<file path="src/include/cgm_pkg.sv">
// Purpose: Constants and carriers of the clock generator mode block
// Assumes: APB register access, 32-bit data, one register per word
// Notes: Offsets and field layouts are this block's own
// Behaviour
// RULE_01 - Reserved test bits are written as zeros
// RULE_02 - Bit five fine-tunes range for 32.768 kHz
// RULE_03 - Range status follows synchronised range in effect
// RULE_04 - Range status reads zero in low-power, PLL modes
// RULE_05 - Range select writes ignored under low-power or PLL
// RULE_06 - Untuned FLL factor is 512 or 1024
// RULE_07 - Fine-tuned FLL factor is 608 or 1216
// RULE_08 - Nine states, only permitted transitions taken
// RULE_09 - Reset mode is FLL engaged internal
// RULE_10 - Source 00, external, FLL gives FLL engaged external
// RULE_11 - Source 01, internal, FLL, awake gives FLL bypassed
// RULE_12 - Source 10, external, FLL, awake gives FLL bypassed
// RULE_13 - Source 00, external, PLL gives PLL engaged
// RULE_14 - Source 10, external, PLL, awake gives PLL bypassed
// RULE_15 - FLL modes: debug clock from FLL, PLL off
// RULE_16 - PLL modes: debug clock oscillator/2, else FLL off
// RULE_17 - Loop locks to factor times scaled external reference
// RULE_18 - Software keeps bus clock within device maximum
// RULE_19 - Low-power internal mode, debug falls back to bypass
// RULE_20 - Low-power external mode, both loops disabled
// RULE_21 - Source change waits until new clock available
// RULE_22 - Bus clock keeps old range until new starts
// RULE_23 - Undefined setting combinations keep the current mode
package cgm_pkg;
    localparam logic [7:0] CGM_CTRL_OFS = 8'h00;
    localparam logic [7:0] CGM_RANGE_OFS = 8'h04;
    localparam logic [7:0] CGM_STAT_OFS = 8'h08;
    // Control word field positions
    localparam int CGM_CS_LSB = 0;
    localparam int CGM_IREF_BIT = 2;
    localparam int CGM_LOOP_BIT = 3;
    localparam int CGM_LOWPWR_BIT = 4;
    localparam int CGM_REFDIV_LSB = 5;
    localparam int CGM_XDIV_BIT = 8;
    localparam int CGM_MULT_LSB = 9;
    // Range word field positions
    localparam int CGM_FINE_BIT = 5;
    localparam int CGM_RANGE_BIT = 0;
    // Reset values
    localparam logic [1:0] CGM_CS_RST = 2'h0;
    localparam logic CGM_IREF_RST = 1'b1;
    localparam logic [2:0] CGM_REFDIV_RST = 3'h0;
    localparam logic [3:0] CGM_MULT_RST = 4'h1;
    // Clock source codes
    localparam logic [1:0] CGM_CS_LOOP = 2'h0;
    localparam logic [1:0] CGM_CS_INT = 2'h1;
    localparam logic [1:0] CGM_CS_EXT = 2'h2;
    // Loop factors
    localparam logic [10:0] CGM_FLL_LO = 11'h200;
    localparam logic [10:0] CGM_FLL_HI = 11'h400;
    localparam logic [10:0] CGM_FLL_FLO = 11'h260;
    localparam logic [10:0] CGM_FLL_FHI = 11'h4c0;
    localparam logic [5:0] CGM_PLL_MAX = 6'h28;
    localparam logic [3:0] CGM_MULT_TOP = 4'ha;

    typedef enum logic [3:0] {
        CGM_FE_INT = 4'h0, CGM_FB_INT = 4'h1, CGM_FB_EXT = 4'h2,
        CGM_FE_EXT = 4'h3, CGM_LB_INT = 4'h4, CGM_LB_EXT = 4'h5,
        CGM_PB_EXT = 4'h6, CGM_PE_EXT = 4'h7, CGM_STOP = 4'hc
    } cgm_mode_t;

    typedef struct packed {
        logic [1:0] out_src;
        logic fll_en;
        logic pll_en;
        logic dbg_from_fll;
        logic dbg_from_dco_half;
    } cgm_loop_ctl_t;

    typedef struct packed {
        logic [2:0] ref_div;
        logic extra_divide_by_32;
        logic [5:0] pll_factor;
        logic [10:0] fll_factor;
    } cgm_scale_t;
endpackage

</file>
<file path="src/logic/cgm_mode_ctrl.sv">
// Purpose: Clock generator mode selection and oscillator range control
// Assumes: Availability, debug, stop and range-ack inputs are asynchronous
// Notes: APB slave answers with zero wait states
`timescale 1ns/100ps
module cgm_mode_ctrl #(
    parameter int ADDR_W = 8
) (
    input wire logic i_mclk,
    input wire logic i_resetn,
    input wire logic i_psel,
    input wire logic i_penable,
    input wire logic i_pwrite,
    input wire logic [ADDR_W-1:0] i_paddr,
    input wire logic [31:0] i_pwdata,
    output logic [31:0] o_prdata,
    output logic o_pready,
    output logic o_pslverr,
    input wire logic [2:0] i_src_avail,
    input wire logic i_debug_active,
    input wire logic i_stop,
    input wire logic i_dco_range_ack,
    output cgm_pkg::cgm_mode_t o_mode,
    output cgm_pkg::cgm_loop_ctl_t o_loop_ctl,
    output cgm_pkg::cgm_scale_t o_scale,
    output logic o_dco_range_req,
    output logic o_dco_fine_tune_max,
    output logic o_dco_range_active
);
    if (ADDR_W < 8) begin : g_chk
        $error("ADDR_W must be at least 8");
    end

    localparam int NSYNC = 6;

    logic [NSYNC-1:0] sync0_q;
    logic [NSYNC-1:0] sync1_q;
    logic [2:0] avail_s;
    logic dbg_s;
    logic stop_s;
    logic ack_s;

    logic [1:0] clock_source_select_q;
    logic internal_ref_select_q;
    logic loop_select_q;
    logic low_power_bit_q;
    logic [2:0] reference_divider_q;
    logic extra_divide_by_32_q;
    logic [3:0] pll_multiplier_q;
    logic dco_range_select_q;
    logic dco_fine_tune_max_q;
    logic range_active_q;
    cgm_pkg::cgm_mode_t mode_q;
    cgm_pkg::cgm_mode_t mode_d;
    cgm_pkg::cgm_mode_t prev_q;
    cgm_pkg::cgm_mode_t prev_d;
    cgm_pkg::cgm_loop_ctl_t ctl_q;
    cgm_pkg::cgm_scale_t scale_q;
    logic [31:0] prdata_q;

    // Every asynchronous input passes two flops before use
    always_ff @(posedge i_mclk) begin
        if (!i_resetn) begin
            sync0_q <= '0;
            sync1_q <= '0;
        end else begin
            sync0_q <= {i_dco_range_ack, i_stop, i_debug_active, i_src_avail};
            sync1_q <= sync0_q;
        end
    end
    assign avail_s = sync1_q[2:0];
    assign dbg_s = sync1_q[3];
    assign stop_s = sync1_q[4];
    assign ack_s = sync1_q[5];

    // Decode used by mode selection and by clock-source status
    function automatic logic [1:0] src_of(input cgm_pkg::cgm_mode_t m);
        case (m)
            cgm_pkg::CGM_FE_INT, cgm_pkg::CGM_FE_EXT,
            cgm_pkg::CGM_PE_EXT: src_of = cgm_pkg::CGM_CS_LOOP;
            cgm_pkg::CGM_FB_INT,
            cgm_pkg::CGM_LB_INT: src_of = cgm_pkg::CGM_CS_INT;
            cgm_pkg::CGM_FB_EXT, cgm_pkg::CGM_PB_EXT,
            cgm_pkg::CGM_LB_EXT: src_of = cgm_pkg::CGM_CS_EXT;
            default: src_of = 2'h3;
        endcase
    endfunction

    function automatic logic is_fll(input cgm_pkg::cgm_mode_t m);
        is_fll = (m == cgm_pkg::CGM_FE_INT) || (m == cgm_pkg::CGM_FE_EXT) ||
                 (m == cgm_pkg::CGM_FB_INT) || (m == cgm_pkg::CGM_FB_EXT);
    endfunction

    // Edges of the mode graph, taken in both directions
    function automatic logic edge_ok(input cgm_pkg::cgm_mode_t a,
                                     input cgm_pkg::cgm_mode_t b);
        logic [7:0] p;
        p = {a, b};
        case (p)
            {cgm_pkg::CGM_FE_INT, cgm_pkg::CGM_FE_EXT},
            {cgm_pkg::CGM_FE_INT, cgm_pkg::CGM_FB_INT},
            {cgm_pkg::CGM_FE_INT, cgm_pkg::CGM_FB_EXT},
            {cgm_pkg::CGM_FE_EXT, cgm_pkg::CGM_FB_INT},
            {cgm_pkg::CGM_FE_EXT, cgm_pkg::CGM_FB_EXT},
            {cgm_pkg::CGM_FB_INT, cgm_pkg::CGM_FB_EXT},
            {cgm_pkg::CGM_FB_INT, cgm_pkg::CGM_LB_INT},
            {cgm_pkg::CGM_FB_EXT, cgm_pkg::CGM_LB_EXT},
            {cgm_pkg::CGM_FB_EXT, cgm_pkg::CGM_PB_EXT},
            {cgm_pkg::CGM_PB_EXT, cgm_pkg::CGM_LB_EXT},
            {cgm_pkg::CGM_PB_EXT, cgm_pkg::CGM_PE_EXT}: edge_ok = 1'b1;
            default: edge_ok = 1'b0;
        endcase
    endfunction

    // Target mode from the settings; tgt_valid low means hold
    logic tgt_valid;
    cgm_pkg::cgm_mode_t tgt;
    logic lp_eff;
    assign lp_eff = low_power_bit_q && !dbg_s; // [RULE_19] [RULE_20]
    always_comb begin
        tgt_valid = 1'b0;
        tgt = mode_q;
        case (clock_source_select_q)
            cgm_pkg::CGM_CS_LOOP: begin
                tgt_valid = 1'b1;
                if (internal_ref_select_q && !loop_select_q) begin
                    tgt = cgm_pkg::CGM_FE_INT; // [RULE_09]
                end else if (!internal_ref_select_q && !loop_select_q) begin
                    tgt = cgm_pkg::CGM_FE_EXT; // [RULE_10]
                end else if (!internal_ref_select_q) begin
                    tgt = cgm_pkg::CGM_PE_EXT; // [RULE_13]
                end else begin
                    tgt_valid = 1'b0; // [RULE_23]
                end
            end
            cgm_pkg::CGM_CS_INT: begin
                tgt_valid = internal_ref_select_q && !loop_select_q;
                tgt = lp_eff ? cgm_pkg::CGM_LB_INT
                             : cgm_pkg::CGM_FB_INT; // [RULE_11] [RULE_19]
            end
            cgm_pkg::CGM_CS_EXT: begin
                tgt_valid = !internal_ref_select_q;
                if (lp_eff) begin
                    tgt = cgm_pkg::CGM_LB_EXT; // [RULE_20]
                end else if (loop_select_q) begin
                    tgt = cgm_pkg::CGM_PB_EXT; // [RULE_14]
                end else begin
                    tgt = cgm_pkg::CGM_FB_EXT; // [RULE_12]
                end
            end
            default: tgt_valid = 1'b0; // [RULE_23]
        endcase
    end

    // Outside stop, a mode is left only along a graph edge, once its clock runs
    logic tgt_go;
    assign tgt_go = tgt_valid && (tgt != mode_q) &&
                    (edge_ok(mode_q, tgt) || edge_ok(tgt, mode_q)) &&
                    avail_s[src_of(tgt)]; // [RULE_08] [RULE_21]

    always_comb begin
        mode_d = mode_q;
        prev_d = prev_q;
        if (mode_q == cgm_pkg::CGM_STOP) begin
            if (!stop_s) begin
                mode_d = prev_q;
            end
        end else if (stop_s) begin
            mode_d = cgm_pkg::CGM_STOP;
            prev_d = mode_q;
        end else if (tgt_go) begin
            mode_d = tgt; // [RULE_08]
        end
    end

    // Loop enables and debug clock source per mode
    cgm_pkg::cgm_loop_ctl_t ctl_d;
    always_comb begin
        ctl_d = '0;
        ctl_d.out_src = src_of(mode_q);
        case (mode_q)
            cgm_pkg::CGM_FE_INT, cgm_pkg::CGM_FE_EXT,
            cgm_pkg::CGM_FB_INT, cgm_pkg::CGM_FB_EXT: begin
                ctl_d.fll_en = 1'b1; // [RULE_15]
                ctl_d.dbg_from_fll = 1'b1;
            end
            cgm_pkg::CGM_PE_EXT, cgm_pkg::CGM_PB_EXT: begin
                ctl_d.pll_en = 1'b1; // [RULE_16]
                ctl_d.dbg_from_dco_half = dbg_s;
                ctl_d.fll_en = dbg_s;
            end
            // Low-power modes keep their output source, loops off
            default: ctl_d.fll_en = 1'b0; // [RULE_19] [RULE_20]
        endcase
        if (mode_q == cgm_pkg::CGM_STOP) begin
            ctl_d.out_src = 2'h3;
        end
    end

    // FLL factor of the range really in effect
    function automatic logic [10:0] fll_factor(input logic rng,
                                               input logic fine);
        case ({fine, rng})
            2'b00: fll_factor = cgm_pkg::CGM_FLL_LO; // [RULE_06]
            2'b01: fll_factor = cgm_pkg::CGM_FLL_HI; // [RULE_06]
            2'b10: fll_factor = cgm_pkg::CGM_FLL_FLO; // [RULE_07] [RULE_02]
            default: fll_factor = cgm_pkg::CGM_FLL_FHI; // [RULE_07]
        endcase
    endfunction

    // Reserved multiplier codes saturate; code zero multiplies by zero
    logic [5:0] pll_factor;
    assign pll_factor = (pll_multiplier_q > cgm_pkg::CGM_MULT_TOP)
        ? cgm_pkg::CGM_PLL_MAX : {pll_multiplier_q, 2'b00};

    cgm_pkg::cgm_scale_t scale_d;
    always_comb begin
        scale_d.ref_div = reference_divider_q; // [RULE_17]
        scale_d.extra_divide_by_32 = extra_divide_by_32_q && !loop_select_q;
        scale_d.pll_factor = pll_factor;
        scale_d.fll_factor = fll_factor(range_active_q, dco_fine_tune_max_q);
    end

    // APB decode
    logic acc;
    logic wr;
    logic hit_ctrl;
    logic hit_range;
    logic hit_stat;
    logic mapped;
    logic range_wr_ok;
    logic range_status;
    assign acc = i_psel && i_penable;
    assign wr = acc && i_pwrite;
    assign hit_ctrl = i_paddr == ADDR_W'(cgm_pkg::CGM_CTRL_OFS);
    assign hit_range = i_paddr == ADDR_W'(cgm_pkg::CGM_RANGE_OFS);
    assign hit_stat = i_paddr == ADDR_W'(cgm_pkg::CGM_STAT_OFS);
    assign mapped = hit_ctrl || hit_range || hit_stat;
    assign range_wr_ok = !low_power_bit_q && !loop_select_q; // [RULE_05]
    // Status only counts in FLL modes and only after the ack crosses
    assign range_status = range_active_q && is_fll(mode_q); // [RULE_03] [RULE_04]

    logic [31:0] rd_ctrl;
    logic [31:0] rd_range;
    logic [31:0] rd_stat;
    assign rd_ctrl = {19'h0, pll_multiplier_q, extra_divide_by_32_q,
                      reference_divider_q, low_power_bit_q, loop_select_q,
                      internal_ref_select_q, clock_source_select_q};
    // Test bits always read back zero
    assign rd_range = {26'h0, dco_fine_tune_max_q, 4'h0, range_status};
    assign rd_stat = {26'h0, src_of(mode_q), mode_q};

    always_ff @(posedge i_mclk) begin
        if (!i_resetn) begin
            clock_source_select_q <= cgm_pkg::CGM_CS_RST; // [RULE_09]
            internal_ref_select_q <= cgm_pkg::CGM_IREF_RST;
            loop_select_q <= 1'b0;
            low_power_bit_q <= 1'b0;
            reference_divider_q <= cgm_pkg::CGM_REFDIV_RST;
            extra_divide_by_32_q <= 1'b0;
            pll_multiplier_q <= cgm_pkg::CGM_MULT_RST;
        end else if (wr && hit_ctrl) begin
            clock_source_select_q <= i_pwdata[cgm_pkg::CGM_CS_LSB +: 2];
            internal_ref_select_q <= i_pwdata[cgm_pkg::CGM_IREF_BIT];
            loop_select_q <= i_pwdata[cgm_pkg::CGM_LOOP_BIT];
            low_power_bit_q <= i_pwdata[cgm_pkg::CGM_LOWPWR_BIT];
            reference_divider_q <= i_pwdata[cgm_pkg::CGM_REFDIV_LSB +: 3];
            extra_divide_by_32_q <= i_pwdata[cgm_pkg::CGM_XDIV_BIT];
            pll_multiplier_q <= i_pwdata[cgm_pkg::CGM_MULT_LSB +: 4];
        end
    end

    // Test bits are not stored, so stray ones have no effect
    always_ff @(posedge i_mclk) begin
        if (!i_resetn) begin
            dco_fine_tune_max_q <= 1'b0;
            dco_range_select_q <= 1'b0;
        end else if (wr && hit_range) begin
            dco_fine_tune_max_q <= i_pwdata[cgm_pkg::CGM_FINE_BIT]; // [RULE_02] [RULE_01]
            if (range_wr_ok) begin
                dco_range_select_q <= i_pwdata[cgm_pkg::CGM_RANGE_BIT]; // [RULE_05]
            end
        end
    end

    // The oscillator acks the new range once it runs; until then the
    // bus clock stays on the old range
    always_ff @(posedge i_mclk) begin
        if (!i_resetn) begin
            range_active_q <= 1'b0;
            mode_q <= cgm_pkg::CGM_FE_INT; // [RULE_09]
            prev_q <= cgm_pkg::CGM_FE_INT;
            ctl_q <= '0;
            scale_q <= '0;
            prdata_q <= '0;
        end else begin
            range_active_q <= ack_s; // [RULE_22] [RULE_03]
            mode_q <= mode_d;
            prev_q <= prev_d;
            ctl_q <= ctl_d;
            scale_q <= scale_d;
            if (i_psel && !i_penable && !i_pwrite) begin
                prdata_q <= hit_ctrl ? rd_ctrl
                          : hit_range ? rd_range
                          : hit_stat ? rd_stat : 32'h0;
            end
        end
    end

    assign o_prdata = prdata_q;
    assign o_pready = 1'b1;
    assign o_pslverr = acc && !mapped;
    assign o_mode = mode_q;
    assign o_loop_ctl = ctl_q;
    assign o_scale = scale_q;
    assign o_dco_range_req = dco_range_select_q;
    assign o_dco_fine_tune_max = dco_fine_tune_max_q;
    assign o_dco_range_active = range_active_q; // [RULE_22]
endmodule

</file>
<file path="config.mk">
export PLATFORM = sky130hd
export DESIGN_NAME = cgm_mode_ctrl
export DESIGN_NICKNAME = d
export VERILOG_FILES = /design/src/include/cgm_pkg.sv /design/src/logic/cgm_mode_ctrl.sv
export SDC_FILE = /design/constraint.sdc
export NUM_CORES = 1
export LEC_CHECK = 0
export BUFFER_PORTS_ARGS = -buffer_cell sky130_fd_sc_hd__clkbuf_2
export CAP_MARGIN = 10
export CORE_MARGIN = 1.5
export CORE_UTILIZATION = 54
export DETAILED_ROUTE_END_ITERATION = 8
export PLACE_DENSITY_LB_ADDON = 0.08
export RECOVER_POWER = 50
export SYNTH_ARGS = -nofsm -noshare
export SYNTH_HDL_FRONTEND = slang
export SYNTH_SLANG_ARGS = --single-unit
</file>
<file path="constraint.sdc">
create_clock -name i_mclk -period 6.7 [get_ports i_mclk]
set_clock_uncertainty 0.1 [all_clocks]
set_input_delay 1.34 -clock i_mclk [delete_from_list [all_inputs] [get_ports i_mclk]]
set_output_delay 1.34 -clock i_mclk [all_outputs]
set_load 0.1 [all_outputs]
</file>
-- Word level (Yosys, flattened, before mapping)
Memory sizes are Yosys's and may differ from the RTL's. A register that Yosys moved wholly into a read port is not among the register bits.
Index checks and enable logic that the tools add are counted.
- reductions and logical operators: 41
- magnitude comparators: 2
- muxes and demuxes: 35
- bitwise logic cells: 1
- equal/unequal tests: 35
- operator list (operator ; count):
    $eq A8 B6 Y1 const B ; 8
    $pmux W11 S3 ; 1
    $eq A8 B2 Y1 const B ; 4
    $eq A8 B5 Y1 const B ; 4
    $eq A8 B7 Y1 const B ; 4
    $mux W4 ; 7
    $reduce_or A11 Y1 ; 2
    $mux W3 ; 7
    $mux W6 ; 3
    $eq A8 B1 Y1 const B ; 2
    $logic_and A1 B1 Y1 ; 16
    $mux W13 ; 1
    $pmux W4 S3 ; 1
    $eq A4 B2 Y1 const B ; 2
    $eq A4 B3 Y1 const B ; 2
    $eq A8 B3 Y1 const B ; 1
    $eq A8 B4 Y1 const B ; 1
    $logic_not A8 Y1 ; 1
    $mux W1 ; 8
    $mux W2 ; 4
    $logic_not A1 Y1 ; 7
    $logic_or A1 B1 Y1 ; 6
    $eq A2 B1 Y1 const B ; 2
    $eq A2 B2 Y1 const B ; 2
    15 further kinds ; 18
- memories: 3
- input port bits: 51
- ROM bits: 48
- register bits after elaboration: 95
- output and inout bits: 68
- memory list (memory ; depth ; width ; read ports ; clocked after memory_dff ; write ports ; line ; source):
    (no name shown) ; 8 ; 2 ; 1 ; 1 ; 0 ; cgm_mode_ctrl.sv:77 ; case (m)
    (no name shown) ; 8 ; 2 ; 1 ; 1 ; 0 ; cgm_mode_ctrl.sv:77 ;
    (no name shown) ; 8 ; 2 ; 1 ; 0 ; 0 ; cgm_mode_ctrl.sv:77 ;

-- Longest topological paths before layout
Gate-level depths: netlist (run 1).
- depth after elaboration: 16
- gate-level depth with buffers: 18
- depth with buffers taken out: 16

-- Least setup slack after synthesis (run 1)
OpenSTA, ideal clock, no wires.
- path kind: input -> output
- start: in i_paddr[3]
- end: out o_pslverr
- slack: 2032 ps
- required time: 5260 ps
- stages on the path: 3
- arrival time: 3228 ps
- path buffers: 1
- path through: clkbuf_1 > nand2_1 > a21oi_1
- word-level cells in the longest chain between the ends: 5
- elaborated cells between the ends (all ways): 7
- those cells by class: 2 x eq/ne; 5 x reduce/logical
- RTL lines (element ; line ; source):
    start: declaration ; cgm_mode_ctrl.sv:13 ; input wire logic [ADDR_W-1:0] i_paddr,
    $eq A8 B3 Y1 / $logic_not A8 Y1 (equally long branches) ; cgm_mode_ctrl.sv:235, cgm_mode_ctrl.sv:234 ;
    $logic_or A1 B1 Y1 ; cgm_mode_ctrl.sv:237 ; assign mapped = hit_ctrl || hit_range || hit_stat;
    $logic_or A1 B1 Y1 (*) ; cgm_mode_ctrl.sv:237 ;
    $logic_not A1 Y1 (*) ; cgm_mode_ctrl.sv:311 ; assign o_pslverr = acc && !mapped;
    $logic_and A1 B1 Y1 (*) ; cgm_mode_ctrl.sv:311 ;
    end: declaration ; cgm_mode_ctrl.sv:17 ; output logic o_pslverr,
Every way passes the cells marked *; elsewhere a longest branch is shown, timed or not.

-- Final worst setup path (run 1)
- start: in i_paddr[5]
- end: out o_pslverr
The elaborated chain is that of the path after synthesis.

==> impl_results.md, run 1 <==
* Initial DRC count at 93
* Grt ovf at 0
* Die Span Y at around 83 um
* Critical Path AT at 2920 ps
* Power per cell area at roughly 240 nW/um^2
* Final Hold Viols at 0
* CP required at 5260 ps
* HP Class: flop to flop
* TNS Setup at 0 ps
* Routed vias/inst at 5.23
* Area Overhead vs Synth at 12.3%
* CTS H-tree lvls at 3
* Critical path fanouts, max at 6
* Share of the synthesized area in the top cell type at between 40% and 50%
* Clk buf depth at 2
* Maximum VDD drop at 0.220 mV
* Final Routed Wirelength at 6900 um
* F_max at ~230 MHz
* Full die area at around 6900 um^2
* RSZ-0062 raised after global routing: false
* Top delay family on crit path: simple AND/OR/NAND/NOR gates
* Vias in the first global route at 2581
* Setup Fix Bufs, Post-CTS at 0
* Slew Viols, Final at 65
* Post-route minimum period at between 4000 and 5000 ps
* IO buf count at 71
* Final nets at 490
* Register bit total from synthesis at 70
* Fillers at approximately 530
* Startpoint types: input port
* Avg WL per Cell at 13.5 um
* Die W at roughly 83 um
* Cts repair resizes at 0
* Final WS setup at 2340 ps
* First-pass GRT wire length at roughly 12000 um
* TritonCTS clock tree: done
* Initial DRT Pass Iterations at 5
* Place WS at 2340 ps
* Placed cells at between 400 and 500
* Worst path max stage delay at 500 ps
* Diodes inserted at 0
* Max Cap Viol at 1
* Least-Margin Pin Slew at 2010 ps
* Count of cell types in the netlist at 57
* Worst-Skew Late Latency at around 330 ps
* YS warnings at 0
* Core footprint at 6060 um^2
* Critical path cell sequence: clkbuf_2 > or4_1 > nor3_1 > a21oi_1 > clkbuf_2
* CTS Sinks at 70
* Routed Antenna Nets at 0
* Most common cell on crit path: clkbuf_2
* CTS root buf: clkbuf_8
* Gate Count Post-Synth at 374
* Grt met1 use at 27.6%
* Lkg Pwr at 1.58 nW
* Finished Layout Cells at 512
* Final Setup Violations at 0
* WS Path Type: input port to output port
* Fin crit share at 65.1%
* Vias post-DR at between 2000 and 3000
* Final core occ at 64.0%
* Clock slew at reported path FFs at 80 ps
* Largest net degree at the start of global routing at 65
* Async SR Flop Fraction at 0%
* Syn_area_per_cell at 9.24 um^2
* Met3 usage at 6.66%
* CP endpoint kind: output port
* Initial Util at 57.0%
* CTS Hold Bufs at 0
* TritonCTS Buffers at 9
* Seq/Total Area, Yosys at 40.6%
* Status: finished, violations left
* Residual DRC count at 0
* Worst slew margin at -34.1%
* Largest cells by area after synthesis: dfxtp_1, mux2i_1, buf_4
* IO Count at 119
* WP buf/inv at 2
* Mapped cell area at 3450 um^2
* Global-route track usage on met2 at 33.9%
* Initial antenna violation count at 0
* Design Power at 0.000912 W
* Cell taking the most area after synthesis: dfxtp_1
* Std cell rows at 28
* Worst path slowest cell: or4_1
* Detailed-placement wirelength estimate at 4790 um
* Fraction of layout cells with a size suffix above 1 at 19.7%
* GPL Wtd Cong at 0.845
* Main synth FF type: dfxtp_1
* GR peak layer: met2
* Post-synth EDFFs at 0
* GRT Total Usage at 21.3%
* Failing checks: max-capacitance violations, max-slew violations
flip-flops by register name, summed over array words and instances (netlist names), named ones only:
| name | flops |
|---|---|
| clock_source_select_q | 2 |
| extra_divide_by_32_q | 1 |
| internal_ref_select_q | 1 |
| loop_select_q | 1 |
| low_power_bit_q | 1 |
| o_dco_fine_tune_max | 1 |
| o_dco_range_active | 1 |
| o_dco_range_req | 1 |
| o_loop_ctl | 6 |
| o_mode | 4 |
| o_prdata | 13 |
| o_scale | 13 |
| pll_multiplier_q | 4 |
| prev_q | 4 |
| reference_divider_q | 3 |
| sync0_q | 6 |
| sync1_q | 6 |
power by group:
part / switching [W] / internal, W
Sequential: 0.00000576 / 0.000423
Clock: 0.000163 / 0.000185
Combinational: 0.000115 / 0.0000212
Total: 0.000284 / 0.000629
area by class of cell:
class | instances | area (um^2) | area share [%]
clock buffers | 10 | 138 | 3.55
flip-flops and latches | 70 | 1400 | 36.1
repair buffers | 73 | 344 | 8.87
clock inverters | 6 | 68.8 | 1.77
multi-input cells | 269 | 1800 | 46.4
well taps | 75 | 93.8 | 2.42
inverters | 9 | 33.8 | 0.871
per-layer routing:
metal	up-vias	wire [um]
met5	-	0
met4	0	161
met3	18	430
met2	90	3120
met1	1220	3180
li1	1348	-
stage by stage:
| stage | hold WS [ps] | cell area (um^2) |
|---|---|---|
| 2_1_floorplan | 312 | 3550 |
| 3_3_place_gp | 315 | 3700 |
| 3_5_place_dp | 319 | 3700 |
| 4_1_cts | 338 | 3910 |
| 5_1_grt | 352 | 3880 |
| 6_report | 336 | 3880 |
Yosys cell counts, drive strengths merged, types with 2 or more instances:
| library cell | count |
|---|---|
| o21ai | 10 |
| a31oi | 2 |
| mux2i | 26 |
| o311ai | 2 |
| o221ai | 2 |
| nand2 | 26 |
| a311oi | 2 |
| buf | 34 |
| o31ai | 2 |
| a22oi | 8 |
| a211oi | 4 |
| nand3 | 7 |
| ha | 7 |
| conb | 2 |
| and3 | 4 |
| dfxtp | 70 |
| and2b | 3 |
| and3b | 2 |
| or2 | 2 |
| inv | 9 |
| a211o | 2 |
| nor3b | 4 |
| nor3 | 5 |
| nor2 | 17 |
| o211ai | 3 |
| o22ai | 2 |
| a21oi | 15 |
| nand4b | 2 |
| clkbuf | 18 |
| nor2b | 28 |
| a21boi | 8 |
| mux2 | 5 |
| a21o | 5 |
| and2 | 24 |
cells in the final DEF, fill, tap and decap left out, types with 10 or more instances in the layout:
cell      count
and2_1       13
clkbuf_1     19
mux2i_1      26
and2_0       11
a21oi_1      15
nor2b_1      28
nand2_1      25
clkbuf_8     10
nor2_1       17
o21ai_0      10
clkbuf_2     53
conb_1       28
dfxtp_1      70
cell families (layout without fill, tap and decap cells):
logic type,Yosys count,in the layout,share of synthesized area (%)
AO/OA/AOI/OAI,72,72,15.4
XOR/XNOR,1,1,0.254
adder cells (fa/ha/maj),7,7,2.54
buffers and inverters,61,98,10.1
flip-flops,70,70,40.6
multiplexers,31,31,9.27
other,2,28,0.217
AND/OR/NAND/NOR,130,130,21.6
path summary, 6_finish.rpt:
path	startpoint	end	slack, ps	cells after the start
hold / removal	sync0_q[1]	sync1_q[1]	340	1
setup / recovery	i_paddr[5]	o_pslverr	2340	5
setup reg to reg	o_mode[1]	flop	2420	13
hold reg to reg	sync0_q[1]	sync1_q[1]	340	1
(Power assumes the default switching activity.)
==> run 2, diff against run 1 <==
ABC_AREA = 1   (was unset)
CORE_UTILIZATION = 50   (was 54)
clock period = 4.1 ns   (was 6.7 ns; I/O delays follow)
==> run 2 against run 1 <==
Against the previous run: the run ends with design-rule violations left; worst setup slack worse by 1900 ps; synthesized area down 3.0%; power up 68%; combinational power up 150%; critical path depth up 17; flip-flop and latch count unchanged; clock power up 38%; design area down 2.7%; global-route usage up 0.23 points; critical path type is now flop to flop; largest cell class unchanged; largest power group unchanged.
==> impl_results.md, run 2 <==
* CTS Hold Bufs at 0 (unchanged)
* YS warnings at 0 (unchanged)
* Worst-Skew Late Latency at 340 ps (about the same)
* First-pass GRT wire length at 12300 um (+1.3%)
* Area Overhead vs Synth at 12.6%
* Logic pwr share at 21.9% (+7.0 points)
* Worst slew margin at 22.3% (+56 points)
* Most frequent cells in the layout: nand2_1, dfxtp_1, inv_1
* Lkg Pwr at 1.95 nW (+24%)
* Detailed-placement wirelength estimate at 5360 um (+12%)
* Avg WL per Cell at 12.2 um (-9.4%)
* Initial DRT Pass Iterations at 7 (+2)
* F_max at 275 MHz
* Critical path cell sequence: nand2_1 > o21ai_0 > inv_1 > ha_1 > inv_1 > nand2_1 > nand4_1 > nand2_1 > nor2_1 > nand3_1 > nand2_1 > inv_1 > nor2_1 > nor2_1 > nand2_2 > nand2_4 > o21ai_2 > nor2_2 > inv_1 > ha_1 > nand4_1 > nand2_1
* Syn_area_per_cell at 7.50 um^2 (-19%)
* Initial Util at 52.2% (-4.8 points)
* Fin crit share at 88.6%
* Startpoint types: flop
* Slew Viols, Final at 0 (-100%)
* Die W at 84.9 um (+2.3%)
* TNS Setup at 0 ps (unchanged)
* Post-route minimum period at 3630 ps
* Least-Margin Pin Slew at 1170 ps (-841 ps)
* Cell taking the most area after synthesis: dfxtp_1
* WP buf/inv at 4 (+2)
* Grt ovf at 0 (unchanged)
* WS Path Type: flop to flop
* Largest net degree at the start of global routing at 59 (-9.2%)
* TritonCTS clock tree: done
* Largest cells by area after synthesis: dfxtp_1, nand2_1, inv_1
* Seq/Total Area, Yosys at 41.8% (+1.2 points)
* Main synth FF type: dfxtp_1
* Most common cell after layout, fill and taps aside: nand2_1
* Share of the synthesized area in the top cell type at 41.8% (+1.2 points)
* IO buf count at 71 (unchanged)
* Vias post-DR at 2918 (+9.0%)
* Failing checks: design-rule violations
* Routed vias/inst at 4.90 (-6.3%)
* Power per cell area at 406 nW/um^2 (+73%)
* Psw at 0.000548 W (+93%)
* Top delay family on crit path: simple AND/OR/NAND/NOR gates
* CTS H-tree lvls at 3 (unchanged)
* Fraction of layout cells with a size suffix above 1 at 18.7% (-0.99 points)
* CTS Sinks at 70 (unchanged)
* RSZ-0062 raised after global routing: false
* Residual DRC count at 6 (+6)
* Final Setup Violations at 0 (unchanged)
* Worst path slowest cell: dfxtp_1
* P_int at 0.000984 W (+56%)
* Worst path max stage delay at 560 ps (+60 ps)
* GRT Total Usage at 21.6% (+0.23 points)
* Min Hold Slack at 310 ps (-26.2 ps)
* Vias in the first global route at 2720 (+5.4%)
* Routed Antenna Nets at 0 (unchanged)
* Count of cell types in the netlist at 35 (-39%)
* Place WS at 565 ps (-1780 ps)
* IO Count at 119 (unchanged)
* TritonCTS Buffers at 9 (unchanged)
* Reg power frac at 46.9% (about the same)
* CP required at 4220 ps (-1040 ps)
* Cts repair resizes at 0 (unchanged)
* Placed cells at 581 (+17%)
* Maximum VDD drop at 0.232 mV (+5.4%)
* Finished Layout Cells at 596 (+16%)
* Clock power frac at 31.2% (-6.9 points)
* Count leader, synth: nand2_1
* Diodes inserted at 0 (unchanged)
* Critical path fanouts, max at 9 (+3)
* Mapped cell area at 3350 um^2 (-3.0%)
* CTS root buf: clkbuf_8
* Most common cell on crit path: nand2_1
* Async SR Flop Fraction at 0% (unchanged)
* Clk buf depth at 2 (unchanged)
* Synth top cells by count: nand2_1, dfxtp_1, inv_1, o21ai_0, nor2_1
* CP endpoint kind: flop
* Critical Path AT at 3760 ps (+840 ps)
* Status: finished, violations left
* Clock slew at reported path FFs at 70 ps (about the same)
* Final Hold Viols at 0 (unchanged)
* Max Cap Viol at 0 (-1)
* Gate Count Post-Synth at 447 (+20%)
* Post-synth EDFFs at 0 (unchanged)
* Setup Fix Bufs, Post-CTS at 0 (unchanged)
* Register bit total from synthesis at 70 (unchanged)
* HP Class: flop to flop
* GPL Wtd Cong at 0.861 (+2.0%)
* Net Sw Frac at 35.8% (+4.7 points)
* Final WS setup at 468 ps (-1870 ps)
* Full die area at 7200 um^2 (+4.6%)
* Std cell rows at 29 (+3.6%)
* Core footprint at 6420 um^2 (+6.0%)
* Initial antenna violation count at 0 (unchanged)
* Initial DRC count at 139 (+49%)
* Final Routed Wirelength at 7270 um (+5.5%)
* Final nets at 573 (+17%)
* Die Span Y at 84.9 um (+2.3%)
[run 2: changes by cell type in the layout (fill, tap and decap cells not counted), sizes merged, moves of 8 or more]
cell / before / now
nand2: 26 / 86
a22oi: 8 / 0
mux2i: 26 / 0
nor2: 17 / 36
a21boi: 8 / 0
nor2b: 28 / 0
a21oi: 15 / 23
and2: 24 / 0
o21ai: 10 / 39
inv: 11 / 70
nand4: 1 / 10
nand3: 7 / 30
[run 2: per-layer routing]
layer | vias to the layer above | part of all wire (%) | GRT usage, %
met2 | 92 | 46 | 33.5
met5 | - | 0 | 0
met1 | 1298 | 46 | 28.3
met3 | 7 | 6.4 | 5.45
met4 | 0 | 1.6 | 9.99
li1 | 1521 | - | -
[run 2: final timing paths]
kind | depth (start not counted) | slack (ps) | to | startpoint
min reg2reg | 2 | 310 | sync1_q[2] | sync0_q[2]
max reg2reg | 22 | 470 | flop | clock_source_select_q[0]
max | 22 | 470 | flop | clock_source_select_q[0]
min | 2 | 310 | sync1_q[2] | sync0_q[2]
[run 2: cell type report]
| cell class | instances | area [um^2] |
|---|---|---|
| Fill cell | 646 | 2650 |
| Multi-Input combinational cell | 289 | 1490 |
| Sequential cell | 70 | 1400 |
| Timing Repair Buffer | 74 | 358 |
| Inverter | 71 | 267 |
| Clock buffer | 12 | 145 |
| Tap cell | 77 | 96.3 |
| Clock inverter | 3 | 21.3 |
[run 2: power groups by stage]
stage | registers, W | clock network (W) | logic [W]
after CTS | 0.000718 | 0.000495 | 0.000338
final | 0.000718 | 0.000479 | 0.000336
after floorplan | 0.000831 | 0 | 0.000213
after global routing | 0.000721 | 0.000521 | 0.000354
after global placement | 0.000733 | 0 | 0.000335
after detailed placement | 0.000733 | 0 | 0.000337
[run 2: per-stage QoR]
stage / utilization, % / power [W] / area, um^2
2_1_floorplan: - / 0.00104 / 3460
3_3_place_gp: 56.6 / 0.00107 / 3630
3_5_place_dp: 56.6 / 0.00107 / 3630
4_1_cts: 59.2 / 0.00155 / 3800
5_1_grt: 58.8 / 0.00160 / 3770
6_report: 58.8 / 0.00153 / 3770
[run 2: worst reg2reg max path, stage by stage (launching register included)]
cell and delay (ps):
dfxtp_1 560, nand2_1 210, o21ai_0 550, inv_1 140, ha_1 270, inv_1 110, nand2_1 90, nand4_1 80
nand2_1 50, nor2_1 80, nand3_1 80, nand2_1 60, inv_1 40, nor2_1 120, nor2_1 70, nand2_2 120
nand2_4 90, o21ai_2 170, nor2_2 60, inv_1 80, ha_1 230, nand4_1 100, nand2_1 70
[run 2: cells by family (layout without fill, tap and decap cells)]
group,Yosys count,in the layout,synth area share (%)
and+or+nand+nor,172,172,24.5
buffers and inverters,114,160,16.8
other,2,28,0.224
AOI/OAI and AO/OA,82,82,14.1
adders and majority gates,7,7,2.61
DFF,70,70,41.8
==> run 3, diff against run 2 <==
CORE_ASPECT_RATIO = 1.25   (was unset)
CORE_UTILIZATION = 45   (was 50)
clock period = 3 ns   (was 4.1 ns; I/O delays follow)
==> run 3 against run 2 <==
Against the previous run: the flow finishes with violations (max-capacitance violations, max-slew violations); non-clock buffer count is 38 higher; via count increased by 7.5%; sequential power is 36% higher; sequential share of layout area down 4.6 points; flip-flop and latch count stayed put; design area grew 16%; routed wire length up 16%; combinational power up 47%; register-to-register slack got worse by 340 ps; power grew 55%; largest power group unchanged.
==> impl_results.md, run 3 (synthesis results as in run 2) <==
* Die Span Y at 99.5 um (+17%)
* Vias in the first global route at 2953 (+8.6%)
* Diodes inserted at 0 (unchanged)
* Routed Antenna Nets at 0 (unchanged)
* Clock slew at reported path FFs at 80 ps (about the same)
* Final Hold Viols at 0 (unchanged)
* Clk buf depth at 2 (unchanged)
* TNS Setup at 0 ps (unchanged)
* CP required at 3150 ps (-1070 ps)
* Status: finished, violations left
* Detailed-placement wirelength estimate at 5930 um (+11%)
* Startpoint types: flop
* CP endpoint kind: flop
* Power per cell area at 544 nW/um^2 (+34%)
* R2R cell count at 25 (+14%)
* Die W at 80.2 um (-5.5%)
* Place WS at -213 ps (-779 ps)
* Worst R2R Start: sync1_q[3]
* Grt ovf at 0 (unchanged)
* Final WS setup at 133 ps (-335 ps)
* Fin crit share at 95.6% (+7.0 points)
* Critical Path AT at 3010 ps (-750 ps)
* CTS H-tree lvls at 3 (unchanged)
* Residual DRC count at 0 (-6)
* IO buf count at 71 (unchanged)
* Initial DRT Pass Iterations at 4 (-3)
* Full die area at 7980 um^2 (+11%)
* CTS root buf: clkbuf_8
* Slew Viols, Final at 42 (+42)
* Worst Min Path Start: sync0_q[5]
* Maximum VDD drop at 0.379 mV (+63%)
* Max Cap Viol at 1 (+1)
* WS Path Type: flop to flop
* F_max at 349 MHz (+27%)
* Most frequent cells in the layout: nand2_1, dfxtp_1, clkbuf_2
* TritonCTS Buffers at 9 (unchanged)
* Post-route minimum period at 2870 ps (-765 ps)
* TritonCTS clock tree: done
* Routed vias/inst at 4.82 (-1.5%)
* Least-Margin Pin Slew at 1520 ps (+348 ps)
* Lkg Pwr at 2.22 nW (+14%)
* IO Count at 119 (unchanged)
* Most common cell after layout, fill and taps aside: nand2_1
* Critical path fanouts, max at 4 (-5)
* Vias post-DR at 3136 (+7.5%)
* CTS Sinks at 70 (unchanged)
* WHS Path Cells at 2 (unchanged)
* Failing checks: max-capacitance violations, max-slew violations
* Core footprint at 7310 um^2 (+14%)
* RSZ-0062 raised after global routing: true
* Area Overhead vs Synth at 30.4%
* Initial Util at 45.8% (-6.4 points)
* Avg WL per Cell at 13.0 um (+6.6%)
* Std cell rows at 35 (+21%)
* Worst slew margin at -1.18% (-24 points)
* Initial antenna violation count at 0 (unchanged)
* Worst-Skew Late Latency at 350 ps (about the same)
* Hold EP: sync1_q[5]
* First-pass GRT wire length at 13400 um (+8.6%)
* Initial DRC count at 137 (-1.4%)
* GRT Total Usage at 21.8% (+0.25 points)
* Final Setup Violations at 0 (unchanged)
* Final Routed Wirelength at 8460 um (+16%)
* Fraction of layout cells with a size suffix above 1 at 32.1% (+13 points)
* GPL Wtd Cong at 0.841 (-2.4%)
* Largest net degree at the start of global routing at 42 (-29%)
* Final nets at 611 (+6.6%)
* HP Class: flop to flop
* Setup slack, reg-to-reg at 130 ps (-340 ps)
-- run 3: cell count changes in the layout (fill, tap and decap cells not counted), moves of 6 or more --
cell      change
buf_4        +37
clkbuf_1      -6
dfxtp_1       -7
ha_1          -6
inv_1         -8
nand2_1       -6
-- run 3: final cells by class --
cell class / instances / area (um^2)
Sequential cell: 70 / 1420
Inverter: 71 / 277
Clock buffer: 12 / 166
Fill cell: 695 / 2940
Timing Repair Buffer: 112 / 662
Clock inverter: 4 / 75.1
Tap cell: 92 / 115
Multi-Input combinational cell: 289 / 1650
-- run 3: worst max path at each step --
stage / start / endpoint / slack, ps / depth (start not counted)
after floorplan: o_mode[0] / flop / 1 / 26
after global placement: clock_source_select_q[0] / flop / -90 / 21
after detailed placement: clock_source_select_q[0] / flop / -210 / 21
after CTS: sync1_q[3] / flop / 6 / 25
after global routing: sync1_q[3] / flop / -110 / 25
final: sync1_q[3] / flop / 130 / 25
-- run 3: per-stage QoR --
step	utilization, %	hold slack (ps)	area [um^2]	total power (W)	cells
after floorplan	-	290	3470	0.00143	473
after global placement	53.5	294	3910	0.00148	626
after detailed placement	53.5	296	3910	0.00149	626
after CTS	57.1	307	4180	0.00239	642
after global routing	59.8	335	4370	0.00246	650
final	59.8	305	4370	0.00238	650
-- run 3: critical path, cell delays in order, from the launching register on --
cell and delay, ps:
dfxtp_2 330, inv_2 80, nand2_4 90, o21ai_4 170
nand2_2 100, o21ai_4 100, inv_2 90, ha_4 180
inv_4 60, nand3_2 80, nand3_2 60, nand2_1 60
nor2_2 110, nand3_1 70, nand2_1 60, inv_1 40
nor2_1 80, nor2_1 60, nand2_2 130, nand2_4 80
o21ai_2 180, nor2_2 60, buf_4 130, ha_2 160
nand2_1 60, nand2_1 50
-- run 3: per-layer routing --
layer  up-vias  wire length, um  global-route usage, %
met2        78             4260                   35.9
met3        15              448                   5.87
met1      1439             3580                   26.8
li1       1604                -                      -
met4         0              173                   8.75
met5         -                0                      0
-- run 3: power by group --
part | leakage (nW) | switching, W | internal, W
combinational | 1.52 | 0.000408 | 0.0000870
sequential | 0.575 | 0.0000208 | 0.000958
clock | 0.122 | 0.000361 | 0.000544
total | 2.22 | 0.000791 | 0.00159
-- run 3: repair_timing --
action                                  CTS  global route
pin swaps                                 1            25
hold buffers                              0             0
endpoints found under the setup margin    2             2
resized for setup                        11            43
buffers inserted                          0             8
